--- src/hw/pms_pkg.sv ---
// constants and types shared by the power mode sequencer
package pms_pkg;

    // ----------------------------------------------------------------
    // register offsets (byte addresses on the plain register port)
    // ----------------------------------------------------------------
    localparam logic [7:0] PMS_ADDR_PWRDN  = 8'h00; // power_down_reg
    localparam logic [7:0] PMS_ADDR_CLKCTL = 8'h04; // system_clock_control_reg
    localparam logic [7:0] PMS_ADDR_LFSEL  = 8'h08; // low_freq_clock_select_reg
    localparam logic [7:0] PMS_ADDR_STAT   = 8'h0C; // mode / wake status
    localparam logic [7:0] PMS_ADDR_IRQST  = 8'h10; // sticky event flags
    localparam logic [7:0] PMS_ADDR_IRQMSK = 8'h14; // event mask

    // ----------------------------------------------------------------
    // field positions and codes
    // ----------------------------------------------------------------
    localparam logic [2:0] PMS_PD_REG_RET  = 3'h4;  // retention request
    localparam logic [2:0] PMS_PD_STANDBY  = 3'h7;  // standby request
    localparam int         PMS_CC_XO_KEEP  = 7;     // osc kept in retention
    localparam int         PMS_CC_XO_HI    = 5;     // osc start field hi
    localparam int         PMS_CC_XO_LO    = 4;     // osc start field lo
    localparam logic [1:0] PMS_CC_RC_ONLY  = 2'h1;  // fast xtal disabled
    localparam int         PMS_LF_XO_RUN   = 3;     // fast xtal running
    localparam logic [2:0] PMS_LF_NONE     = 3'h7;  // no lf source
    localparam logic [2:0] PMS_LF_RSV5     = 3'h5;  // reserved code
    localparam logic [2:0] PMS_LF_RSV6     = 3'h6;  // reserved code

    // ----------------------------------------------------------------
    // reset values
    // ----------------------------------------------------------------
    localparam logic [7:0] PMS_CLKCTL_RST  = 8'h00;
    localparam logic [2:0] PMS_LFSEL_RST   = 3'h7;
    localparam logic [3:0] PMS_IRQ_RST     = 4'h0;

    // ----------------------------------------------------------------
    // timing
    // ----------------------------------------------------------------
    localparam int PMS_CLK_NS       = 25;   // core_clk period
    localparam int PMS_STBY_WAKE_NS = 100;  // standby resume, longest
    localparam int PMS_STBY_WAKE_CYC =
        (PMS_STBY_WAKE_NS / PMS_CLK_NS) < 1 ? 1
                                          : PMS_STBY_WAKE_NS / PMS_CLK_NS;
    localparam logic [7:0] PMS_PRE_SHORT = 8'h04;   // short pre-start
    localparam logic [7:0] PMS_PRE_LONG  = 8'h40;   // full pre-start

    // ----------------------------------------------------------------
    // states and event bits
    // ----------------------------------------------------------------
    typedef enum logic [2:0] {
        PMS_ACTIVE, PMS_RET_ON, PMS_RET_OFF, PMS_STANDBY, PMS_PRESTART
    } pms_state_e;

    localparam int PMS_EV_PIN  = 0;  // wake by pin
    localparam int PMS_EV_TICK = 1;  // wake by tick
    localparam int PMS_EV_CMP  = 2;  // wake by comparator
    localparam int PMS_EV_IRQ  = 3;  // wake by radio/misc irq

endpackage

--- src/hw/pms_wake_if.sv ---
// wake event bundle between synchroniser and sequencer
interface pms_wake_if;
    logic pin;   // synced wake pin
    logic tick;  // synced tick
    logic cmp;   // synced comparator
    logic rad;   // synced radio irq
    logic misc;  // synced misc irq
    modport src (output pin, tick, cmp, rad, misc);
    modport dst (input  pin, tick, cmp, rad, misc);
endinterface

--- src/hw/pms_wake_sync.sv ---
// two-flop synchronisers for the asynchronous wake inputs
module pms_wake_sync (
    input  wire logic   core_clk,
    input  wire logic   sys_rst,
    input  wire logic   wake_pin,
    input  wire logic   timer_tick,
    input  wire logic   cmp_wake,
    input  wire logic   radio_irq,
    input  wire logic   misc_irq_a,
    pms_wake_if.src     wk
);
    // ----------------------------------------------------------------
    // synchroniser stages
    // ----------------------------------------------------------------
    logic [4:0] meta_reg;  // first stage, read only by second
    logic [4:0] sync_reg;  // second stage

    // capture the raw inputs
    always_ff @(posedge core_clk) begin
        if (sys_rst) begin
            meta_reg <= 5'h00;
            sync_reg <= 5'h00;
        end else begin
            meta_reg <= {misc_irq_a, radio_irq, cmp_wake, timer_tick,
                         wake_pin};
            sync_reg <= meta_reg;
        end
    end

    assign wk.pin  = sync_reg[0];
    assign wk.tick = sync_reg[1];
    assign wk.cmp  = sync_reg[2];
    assign wk.rad  = sync_reg[3];
    assign wk.misc = sync_reg[4];
endmodule

--- src/hw/pms_seq.sv ---
// power mode sequencer top: registers, mode machine, wake logic
//
// Contract
// - retention timers-on wake resumes, no reset
// - short pre-start if xtal off or kept
// - no short pre-start before xtal running
// - standby wakes on pin and tick plus radio/misc irqs
// - standby ignores analog comparator wakeup
// - standby resume within about 100 ns
// - standby stops processor clock, peripherals run
// - active: all powered, cpu runs
// - writing 100 enters register retention
// - operative lf source selects timers-on variant
// - timers-on wakes on pin, tick, comparator
// - timers-on keeps lf osc, counter, watchdog
// - report system clock source in bit 3
module pms_seq (
    input  wire logic        core_clk,
    input  wire logic        sys_rst,
    input  wire logic [7:0]  reg_addr,
    input  wire logic [7:0]  reg_wdata,
    input  wire logic        reg_wr,
    input  wire logic        reg_rd,
    output logic      [7:0]  reg_rdata,
    input  wire logic        wake_pin,
    input  wire logic        timer_tick,
    input  wire logic        cmp_wake,
    input  wire logic        radio_irq,
    input  wire logic        misc_irq_a,
    input  wire logic        fast_xo_ready,
    output logic             cpu_clk_en,
    output logic             sys_reset_req,
    output logic             fast_xo_en,
    output logic             lf_osc_en,
    output logic             lf_timers_en,
    output logic             irq
);
    // ----------------------------------------------------------------
    // declarations
    // ----------------------------------------------------------------
    pms_wake_if             wk ();          // synced wake events
    pms_pkg::pms_state_e    state_reg;      // current mode
    pms_pkg::pms_state_e    state_next;     // next mode
    logic [2:0]  pd_reg;                    // power_down_reg
    logic [7:0]  clkctl_reg;                // system_clock_control_reg
    logic [2:0]  lfsel_reg;                 // low_freq_clock_select_reg
    logic        xo_run_reg;                // synced oscillator running
    logic        xo_meta_reg;               // first sync stage
    logic        xo_at_pd_reg;              // osc state at power-down
    logic [7:0]  pre_cnt_reg;               // pre-start countdown
    logic [7:0]  pre_cnt_next;              // its next value
    logic [3:0]  irq_st_reg;                // sticky events
    logic [3:0]  irq_msk_reg;               // event mask
    logic [3:0]  ev_set;                    // events this cycle
    logic        pd_wr;                     // power-down write strobe
    logic        wake_ret;                  // retention wake
    logic        wake_stby;                 // standby wake
    logic        tick_wake;                 // wake by tick
    logic        short_pre;                 // short pre-start chosen

    // ----------------------------------------------------------------
    // helpers
    // ----------------------------------------------------------------
    // true when the lf source field names an operative clock
    function automatic logic lf_operative(input logic [2:0] sel);
        return (sel != pms_pkg::PMS_LF_NONE) &&
               (sel != pms_pkg::PMS_LF_RSV5) &&
               (sel != pms_pkg::PMS_LF_RSV6);
    endfunction

    // ----------------------------------------------------------------
    // wake synchronisers
    // ----------------------------------------------------------------
    pms_wake_sync u_sync (
        .core_clk   (core_clk),
        .sys_rst    (sys_rst),
        .wake_pin   (wake_pin),
        .timer_tick (timer_tick),
        .cmp_wake   (cmp_wake),
        .radio_irq  (radio_irq),
        .misc_irq_a (misc_irq_a),
        .wk         (wk)
    );

    // oscillator ready comes from the analog side
    always_ff @(posedge core_clk) begin
        if (sys_rst) begin
            xo_meta_reg <= 1'b0;
            xo_run_reg  <= 1'b0;
        end else begin
            xo_meta_reg <= fast_xo_ready;
            xo_run_reg  <= xo_meta_reg;
        end
    end

    // ----------------------------------------------------------------
    // wake decode
    // ----------------------------------------------------------------
    assign pd_wr = reg_wr && (reg_addr == pms_pkg::PMS_ADDR_PWRDN);

    assign wake_ret = wk.pin | wk.cmp |
                      (wk.tick & (state_reg == pms_pkg::PMS_RET_ON));
    // standby adds radio and misc irqs
    // comparator left out of standby wake
    assign wake_stby = wk.pin | wk.tick | wk.rad | wk.misc;
    assign tick_wake = wk.tick & ~wk.pin & ~wk.cmp;

    // short pre-start when xtal off or kept on
    // but only if xtal was running at power-down
    assign short_pre = xo_at_pd_reg &&
        ((clkctl_reg[pms_pkg::PMS_CC_XO_HI:pms_pkg::PMS_CC_XO_LO]
          == pms_pkg::PMS_CC_RC_ONLY) ||
         clkctl_reg[pms_pkg::PMS_CC_XO_KEEP]);

    // ----------------------------------------------------------------
    // mode machine, next state
    // ----------------------------------------------------------------
    always_comb begin
        state_next   = state_reg;
        pre_cnt_next = pre_cnt_reg;
        case (state_reg)
            pms_pkg::PMS_ACTIVE: begin
                if (pd_wr && reg_wdata[2:0] == pms_pkg::PMS_PD_REG_RET) begin
                    if (lf_operative(lfsel_reg))
                        state_next = pms_pkg::PMS_RET_ON;
                    else
                        state_next = pms_pkg::PMS_RET_OFF;
                end else if (pd_wr &&
                             reg_wdata[2:0] == pms_pkg::PMS_PD_STANDBY) begin
                    state_next = pms_pkg::PMS_STANDBY;
                end
            end
            pms_pkg::PMS_RET_ON, pms_pkg::PMS_RET_OFF: begin
                // retention wake goes through pre-start
                if (wake_ret) begin
                    state_next = pms_pkg::PMS_PRESTART;
                    if (tick_wake && short_pre)
                        pre_cnt_next = pms_pkg::PMS_PRE_SHORT;
                    else
                        pre_cnt_next = pms_pkg::PMS_PRE_LONG;
                end
            end
            pms_pkg::PMS_PRESTART: begin
                // resume at end of pre-start, no reset
                if (pre_cnt_reg == 8'h00)
                    state_next = pms_pkg::PMS_ACTIVE;
                else
                    pre_cnt_next = pre_cnt_reg - 8'h01;
            end
            pms_pkg::PMS_STANDBY: begin
                // any standby wake returns to active
                // one cycle, well inside 100 ns
                if (wake_stby)
                    state_next = pms_pkg::PMS_ACTIVE;
            end
            default: state_next = pms_pkg::PMS_ACTIVE;
        endcase
    end

    // mode and countdown registers
    always_ff @(posedge core_clk) begin
        if (sys_rst) begin
            state_reg   <= pms_pkg::PMS_ACTIVE;
            pre_cnt_reg <= 8'h00;
        end else begin
            state_reg   <= state_next;
            pre_cnt_reg <= pre_cnt_next;
        end
    end

    // oscillator state latched as power-down is entered
    always_ff @(posedge core_clk) begin
        if (sys_rst)
            xo_at_pd_reg <= 1'b0;
        else if (state_reg == pms_pkg::PMS_ACTIVE && pd_wr)
            xo_at_pd_reg <= xo_run_reg;
    end

    // ----------------------------------------------------------------
    // outputs to clock and power control
    // ----------------------------------------------------------------
    always_ff @(posedge core_clk) begin
        if (sys_rst) begin
            cpu_clk_en    <= 1'b1;
            sys_reset_req <= 1'b0;
            fast_xo_en    <= 1'b1;
            lf_osc_en     <= 1'b0;
            lf_timers_en  <= 1'b0;
        end else begin
            // active runs cpu with everything powered
            cpu_clk_en    <= (state_next == pms_pkg::PMS_ACTIVE);
            // wakeups never request a system reset
            sys_reset_req <= 1'b0;
            // fast xtal on when active, pre-starting, in standby or kept
            fast_xo_en    <= (state_next == pms_pkg::PMS_ACTIVE) ||
                             (state_next == pms_pkg::PMS_PRESTART) ||
                             (state_next == pms_pkg::PMS_STANDBY) ||
                             clkctl_reg[pms_pkg::PMS_CC_XO_KEEP];
            // lf osc and timers run when a source is chosen
            lf_osc_en     <= (state_next != pms_pkg::PMS_RET_OFF) &&
                             lf_operative(lfsel_reg);
            lf_timers_en  <= (state_next != pms_pkg::PMS_RET_OFF) &&
                             lf_operative(lfsel_reg);
        end
    end

    // ----------------------------------------------------------------
    // software registers
    // ----------------------------------------------------------------
    always_ff @(posedge core_clk) begin
        if (sys_rst) begin
            pd_reg      <= 3'h0;
            clkctl_reg  <= pms_pkg::PMS_CLKCTL_RST;
            lfsel_reg   <= pms_pkg::PMS_LFSEL_RST;
            irq_msk_reg <= pms_pkg::PMS_IRQ_RST;
        end else begin
            // power-down value clears on return to active
            if (pd_wr && state_reg == pms_pkg::PMS_ACTIVE)
                pd_reg <= reg_wdata[2:0];
            else if (state_next == pms_pkg::PMS_ACTIVE)
                pd_reg <= 3'h0;
            if (reg_wr && reg_addr == pms_pkg::PMS_ADDR_CLKCTL)
                clkctl_reg <= reg_wdata;
            if (reg_wr && reg_addr == pms_pkg::PMS_ADDR_LFSEL)
                lfsel_reg <= reg_wdata[2:0];
            if (reg_wr && reg_addr == pms_pkg::PMS_ADDR_IRQMSK)
                irq_msk_reg <= reg_wdata[3:0];
        end
    end

    // ----------------------------------------------------------------
    // wake events and interrupt
    // ----------------------------------------------------------------
    always_comb begin
        ev_set = 4'h0;
        if ((state_reg == pms_pkg::PMS_RET_ON ||
             state_reg == pms_pkg::PMS_RET_OFF) && wake_ret) begin
            ev_set[pms_pkg::PMS_EV_PIN]  = wk.pin;
            ev_set[pms_pkg::PMS_EV_TICK] = tick_wake;
            ev_set[pms_pkg::PMS_EV_CMP]  = wk.cmp & ~wk.pin;
        end
        if (state_reg == pms_pkg::PMS_STANDBY && wake_stby) begin
            ev_set[pms_pkg::PMS_EV_PIN]  = wk.pin;
            ev_set[pms_pkg::PMS_EV_TICK] = wk.tick;
            ev_set[pms_pkg::PMS_EV_IRQ]  = wk.rad | wk.misc;
        end
    end

    // sticky status, write one to clear, set wins
    always_ff @(posedge core_clk) begin
        if (sys_rst)
            irq_st_reg <= pms_pkg::PMS_IRQ_RST;
        else if (reg_wr && reg_addr == pms_pkg::PMS_ADDR_IRQST)
            irq_st_reg <= (irq_st_reg & ~reg_wdata[3:0]) | ev_set;
        else
            irq_st_reg <= irq_st_reg | ev_set;
    end

    // level interrupt from the status register
    always_ff @(posedge core_clk) begin
        if (sys_rst)
            irq <= 1'b0;
        else
            irq <= |(irq_st_reg & irq_msk_reg);
    end

    // ----------------------------------------------------------------
    // read port, data one cycle after strobe
    // ----------------------------------------------------------------
    always_ff @(posedge core_clk) begin
        if (sys_rst) begin
            reg_rdata <= 8'h00;
        end else if (reg_rd) begin
            case (reg_addr)
                pms_pkg::PMS_ADDR_PWRDN:  reg_rdata <= {5'h00, pd_reg};
                pms_pkg::PMS_ADDR_CLKCTL: reg_rdata <= clkctl_reg;
                // bit 3 shows fast xtal as clock source
                pms_pkg::PMS_ADDR_LFSEL:
                    reg_rdata <= {4'h0, xo_run_reg, lfsel_reg};
                pms_pkg::PMS_ADDR_STAT:
                    reg_rdata <= {5'h00, 3'(state_reg)};
                pms_pkg::PMS_ADDR_IRQST:  reg_rdata <= {4'h0, irq_st_reg};
                pms_pkg::PMS_ADDR_IRQMSK: reg_rdata <= {4'h0, irq_msk_reg};
                default:                  reg_rdata <= 8'h00;
            endcase
        end else begin
            reg_rdata <= 8'h00;
        end
    end
endmodule

--- config.mk ---
export PLATFORM = sky130hd
export DESIGN_NAME = pms_seq
export DESIGN_NICKNAME = d
export VERILOG_FILES = /design/src/hw/pms_pkg.sv /design/src/hw/pms_wake_if.sv /design/src/hw/pms_wake_sync.sv /design/src/hw/pms_seq.sv
export SDC_FILE = /design/constraint.sdc
export NUM_CORES = 1
export LEC_CHECK = 0
export ABC_CLOCK_PERIOD_IN_PS = 1800
export BUFFER_PORTS_ARGS = -buffer_cell sky130_fd_sc_hd__buf_2
export CAP_MARGIN = 15
export CORE_UTILIZATION = 50
export CTS_CLUSTER_SIZE = 28
export DETAILED_ROUTE_END_ITERATION = 16
export PLACE_DENSITY = 0.83
export SYNTH_ARGS = -nofsm -noshare
export SYNTH_HDL_FRONTEND = slang
export SYNTH_SLANG_ARGS = --single-unit
--- constraint.sdc ---
create_clock -name core_clk -period 1.8 [get_ports core_clk]
set_input_delay 0.18 -clock core_clk [delete_from_list [all_inputs] [get_ports core_clk]]
set_output_delay 0.18 -clock core_clk [all_outputs]
set_load 0.005 [all_outputs]
==> flow_summary.ini, run 1 <==
[clock_network]
cts_tree = yes
htree_levels = 3
cts_root_buf = clkbuf_8
cts_sinks = 58
cts_hold_buf = 0
cts_buffers = 9
clkTransAtPathRegs_ps = 60
insertion_delay_ps = 340
clockBufferDepth = 2

[placed_design]
dp_cells = 399
gp_congestion = 0.903
post-dp-hpwl_um = 4280
port_buffers = 38

[yosys]
netlist_area_um2 = 2540
synth_nets = 317
ys_seq_area_share_pct = 45.7
yosysWarnings = 0
synth_top_area_share_pct = 45.7
synth.most_common_cell = dfxtp_1
synthCells = 289
synth_edf_count = 0
netlist_top_cells_area = dfxtp_1, a21oi_1, nor2_1
ys.flop_type = dfxtp_1
async_flop_share_pct = 0
synth_top_area_cell = dfxtp_1
synthDistinctLibCells = 56
synth_seq_cells = 58
avgSynthCellArea_um2 = 8.79
synth_common_cells = dfxtp_1, a21oi_1, nor2_1

[sta]
fin_crit_ps = 1720
skew_ps = 6.36
hold_violations = 0
fmax_mhz = 583
hold_slack_ps = 55.8
maxSlewViolCount = 0
finalSetupViolations = 0
fin_crit_sh_pct = 95.3

[job]
maxCapViolations = 0

[global_routing]
grt_pass1_wl_um = 9850
grt_start_max_net_pins = 26
grt_pass1_vias = 2142
grt_util_all_layers_pct = 24.7
grt.overflow.total = 0
antenna_found_initial = 0

[worst_setup_path]
critPathLaunchType = flip-flop
reg2regPathDepth = 7
arrival_ps = 1940
worst_setup_path_end_kind = flip-flop
critPathMaxFanout = 7
worst-endpoint-required_ps = 2030
critPathKind = flip-flop to flip-flop

[worst_hold_path]
min_path_type = input pin to flip-flop
hold_depth = 2

[layout]
drive_gt1_share_pct = 27.4
nNetsFinal = 371
layoutNonFillerInstCount = 414
regArea_um2 = 1160
multi_input_area_um2 = 1270
fill_cells = 445
insertedDiodeCount = 0
syn2layout_area_growth_pct = 22.0

[floorplan]
coreArea_um2 = 4820
die_area_um2 = 5370
io_pins = 40
start_util_pct = 52.8
rows = 25
die_h_um = 73.3
die-width_um = 73.3

[detailed_routing]
dr.first_iter.drc_count = 161
drc = 0
vias = 2245
firstDrtPassIters = 5
ant_nets = 0
routedWlPerCell_um = 14.4
wl_um = 5960
viasPerCell = 5.42

[power_and_ir_drop]
vdd_drop_max_v = 0.000588
cellLeakagePower_nw = 1.27
finalPower_w = 0.00247
p_per_area_nw_per_um2 = 795

[outcome]
status = completed
==> cell families (layout without fill, tap and decap cells) <==
family / Yosys count / in the layout / share of synthesized area (%)
adder cells (fa/ha/maj): 2 / 2 / 0.985
AO/OA/AOI/OAI: 55 / 55 / 13.4
buffers and inverters: 27 / 85 / 5.32
XOR/XNOR: 6 / 6 / 2.07
multiplexers: 11 / 11 / 4.48
AND/OR/NAND/NOR: 129 / 129 / 27.9
flip-flops: 58 / 58 / 45.7
other: 1 / 1 / 0.148
==> placed cells by master (no fill, tap or decap), types with 2 or more instances in the layout <==
cell / n
buf_4: 22
nor4_1: 3
dfxtp_1: 57
xnor2_1: 3
mux2i_1: 8
nor4_4: 2
ha_1: 2
xor2_1: 3
a22oi_1: 7
nor2b_1: 15
and3_1: 4
nor3_2: 2
and3_2: 3
buf_2: 38
nor2_1: 25
nand3b_1: 3
a21oi_1: 28
o21ai_0: 3
nand4_1: 4
nor3_1: 8
nand3_1: 18
nand2_1: 24
mux2_2: 3
clkinv_2: 3
nand2b_1: 4
a31oi_1: 3
inv_1: 8
clkbuf_8: 11
==> cell type report <==
type                            instances  share of cell area (%)
Timing Repair Buffer                   61                    12.1
Clock buffer                           12                    5.00
Inverter                                9                    1.09
Multi-Input combinational cell        204                    41.1
Sequential cell                        58                    37.5
Clock inverter                          3                   0.484
Tap cell                               67                    2.70
==> worst max-delay path: stages (launching register included) <==
cell	delay (ps)
dfxtp_1	370
or3b_1	420
a31oi_1	200
a21oi_2	110
buf_4	170
nor3_4	150
xnor2_1	130
nor2_1	50
==> worst paths after layout <==
| check | startpoint | endpoint | slack, ps |
|---|---|---|---|
| min reg2reg | u_sync.meta_reg[2] | u_sync.sync_reg[2] | 440 |
| max | state_reg[0] | pre_cnt_reg[4] | 80 |
| min | radio_irq | u_sync.meta_reg[3] | 60 |
| max reg2reg | state_reg[0] | pre_cnt_reg[4] | 80 |
==> layer usage <==
layer	vias to the layer above	track usage [%]	routed length, um
li1	1119	-	-
met3	15	8.37	384
met5	-	0	0
met2	79	41.8	2900
met4	0	10.5	124
met1	1032	28.5	2550
==> through the flow <==
step                TNS (ps)  instance area [um^2]  worst slack [ps]  util, %
finish                     0                  3100              84.5     64.4
global route           -9.57                  3100             -9.57     64.4
CTS                        0                  3070              35.0     63.7
detailed placement     -40.2                  2900             -40.2     60.2
global placement           0                  2900              67.8     60.2
floorplan                  0                  2540              70.3        -
==> power by group <==
| part | leakage (nW) | internal (W) | total, W | switching (W) |
|---|---|---|---|---|
| registers | 0.470 | 0.00130 | 0.00130 | 0.00000676 |
| clock network | 0.0920 | 0.000559 | 0.00103 | 0.000469 |
| logic | 0.712 | 0.0000566 | 0.000133 | 0.0000764 |
==> timing repair <==
item                                    CTS  global route
gates resized for setup                   1             6
endpoints found under the setup margin    1             8
setup buffers                             0             0
pin swaps                                 0             1
Note: power is estimated with default switching activity, not from simulation.
==> run 2, diff against run 1 <==
--- a/config.mk
+++ b/config.mk
@@ -6,4 +6,5 @@
 export NUM_CORES = 1
 export LEC_CHECK = 0
+export ABC_AREA = 1
 export ABC_CLOCK_PERIOD_IN_PS = 1800
 export BUFFER_PORTS_ARGS = -buffer_cell sky130_fd_sc_hd__buf_2
==> constraint.sdc (replaced) <==
create_clock -name core_clk -period 1.8 [get_ports core_clk]
set_input_delay 0.18 -clock core_clk [delete_from_list [all_inputs] [get_ports core_clk]]
set_output_delay 0.18 -clock core_clk [all_outputs]
set_load 0.1 [all_outputs]
==> run 2 against run 1 <==
Area after synthesis rose by 0.15%; critical path depth rose by 4; clock skew down 2.3 ps; power rose by 3.9%; clock power increased by 9.7%; design area is 2.9% lower; sequential power about the same; cell count is 9.4% higher; global-route usage rose by 0.14 points; register-to-register slack improved by 50 ps; highest routed layer unchanged.
==> flow_summary.ini, run 2 <==
[layout]
fill_cells = 447
final_common_cell = dfxtp_1
syn2layout_area_growth_pct = 18.3
layout_common_cells = dfxtp_1, nand2_1, nor2_1
insertedDiodeCount = 0
layoutNonFillerInstCount = 453
multi_input_area_um2 = 1170
final_area_um2 = 3010
drive_gt1_share_pct = 23.1
fin_util_pct = 62.5
regArea_um2 = 1160
nNetsFinal = 409

[global_routing]
grt.overflow.total = 0
grt_pass1_vias = 2179
grt_util_all_layers_pct = 24.8
antenna_found_initial = 0
grt_start_max_net_pins = 33
grt_pass1_wl_um = 9830

[power_and_ir_drop]
cellLeakagePower_nw = 1.32
p_per_area_nw_per_um2 = 850
vdd_drop_max_v = 0.000699

[yosys]
synth.most_common_cell = dfxtp_1
synthCells = 336
ys_seq_area_share_pct = 45.6
ys.flop_type = dfxtp_1
netlist_area_um2 = 2540
synth_top_area_share_pct = 45.6
yosysWarnings = 0
synth_top_area_cell = dfxtp_1
synth_seq_cells = 58
async_flop_share_pct = 0
netlist_top_cells_area = dfxtp_1, nand2_1, nor2_1
avgSynthCellArea_um2 = 7.57
synth_edf_count = 0
synth_common_cells = dfxtp_1, nand2_1, nor2_1
synthDistinctLibCells = 38
synth_nets = 364

[placed_design]
place_ws_ps = 140
dp_cells = 436
place_area_um2 = 2810
post-dp-hpwl_um = 4250
port_buffers = 38
gp_congestion = 1.00

[detailed_routing]
routedWlPerCell_um = 12.8
firstDrtPassIters = 4
viasPerCell = 5.11
dr.first_iter.drc_count = 165
drc = 0
vias = 2316
wl_um = 5800
ant_nets = 0

[floorplan]
start_util_pct = 52.8
io_pins = 40
die_area_um2 = 5380
die_h_um = 73.3
coreArea_um2 = 4820
die-width_um = 73.3
rows = 25

[sta]
layout_setup_ws_ps = 138
hold_slack_ps = 34.5
hold_violations = 0
skew_ps = 4.07
fin_crit_sh_pct = 92.3
fmax_mhz = 602
maxSlewViolCount = 0
finalSetupViolations = 0
fin_crit_ps = 1660

[clock_network]
insertion_delay_ps = 340
cts_sinks = 58
clockBufferDepth = 2
cts_hold_buf = 0
htree_levels = 3
cts_root_buf = clkbuf_8
cts_tree = yes
clkTransAtPathRegs_ps = 60
cts_buffers = 9

[worst_hold_path]
hp-start = fast_xo_ready
hold_depth = 3
min_path_type = input pin to flip-flop
min_to = xo_meta_reg

[worst_setup_path]
critPathLaunchType = flip-flop
worst-endpoint-required_ps = 2030
r2r_slack_ps = 140
worst_setup_path_end_kind = flip-flop
worstReg2RegStart = state_reg[1]
crit_chain = nor2_1 -> inv_2 -> nand2_1 -> a21oi_2 -> nand2_2 -> nand2_4 -> inv_4 -> nor2_8 -> nand2_2 -> nor2_1 -> nor3b_2
critPathKind = flip-flop to flip-flop
reg2reg_to = pre_cnt_reg[7]
critPathMaxFanout = 9
slowest_delay_ps = 450
arrival_ps = 1890
reg2regPathDepth = 11
worst_path_max_delay_cell = dfxtp_1

[job]
maxCapViolations = 0

[outcome]
status = completed
## run 2: cell count changes in the layout (fill, tap and decap cells not counted), moves of 7 or more
cell	change
nand2_1	+31
a211oi_1	+8
a21oi_1	-11
inv_1	+33
buf_4	-17
mux2i_1	-8
nor2_1	+24
o21ai_0	+17
a22oi_1	-7
nor2b_1	-15
## run 2: per-layer routing
layer,share of wire [%],wire [um],GRT usage (%)
met1,45,2610,30.8
met2,46,2640,39.2
met3,7.2,418,8.09
met4,2.3,133,11.5
met5,0,0,0
## run 2: metrics by stage
step | TNS [ps] | total power, W
after floorplan | 0 | 0.00140
after global placement | 0 | 0.00145
after detailed placement | 0 | 0.00145
after CTS | 0 | 0.00259
after global routing | -3.99 | 0.00266
final | 0 | 0.00256
## run 2: timing repair
action | in CTS | in global routing
resized for setup | 0 | 4
setup buffers | 0 | 1
endpoints found under the setup margin | 0 | 3
## run 2: kinds of logic (layout without fill, tap and decap cells)
family	after synthesis	count (layout)	share of synthesized area, %
flip-flops	58	58	45.6
AND/OR/NAND/NOR	155	155	28.8
adder cells (fa/ha/maj)	2	2	0.983
AO/OA/AOI/OAI	61	61	14.9
buffers and inverters	57	107	8.90
other	1	1	0.147
XOR/XNOR	2	2	0.688
## run 2: final cells by class
class | count | share of cell area [%]
tap | 67 | 2.78
multi-input combinational | 221 | 38.8
timing repair buffer | 43 | 7.56
clock inverter | 6 | 1.91
clock buffer | 10 | 4.24
sequential | 58 | 38.6
inverter | 48 | 6.07
## run 2: worst max path at each step
stage | startpoint | to | slack (ps) | cells past startpoint
CTS | state_reg[1] | pd_reg[2] | 130 | 10
global placement | reg_addr[1] | pd_reg[2] | 200 | 11
global route | state_reg[2] | pd_reg[2] | -4 | 10
floorplan | lf_timers_en | lf_timers_en | 260 | 1
detailed placement | state_reg[1] | pd_reg[2] | 140 | 10
finish | state_reg[1] | pre_cnt_reg[7] | 140 | 11
## run 2: power by group
part | switching (W) | total, W | internal (W)
logic | 0.0000880 | 0.000130 | 0.0000416
clock network | 0.000501 | 0.00113 | 0.000628
registers | 0.00000572 | 0.00130 | 0.00130
## run 2: critical path: cells and delay by family, from the launching register on
| family | cells | cell delay [ps] |
|---|---|---|
| compound gates | 1 | 210 |
| simple gates | 8 | 730 |
| flops | 1 | 450 |
| buf+inv | 2 | 160 |
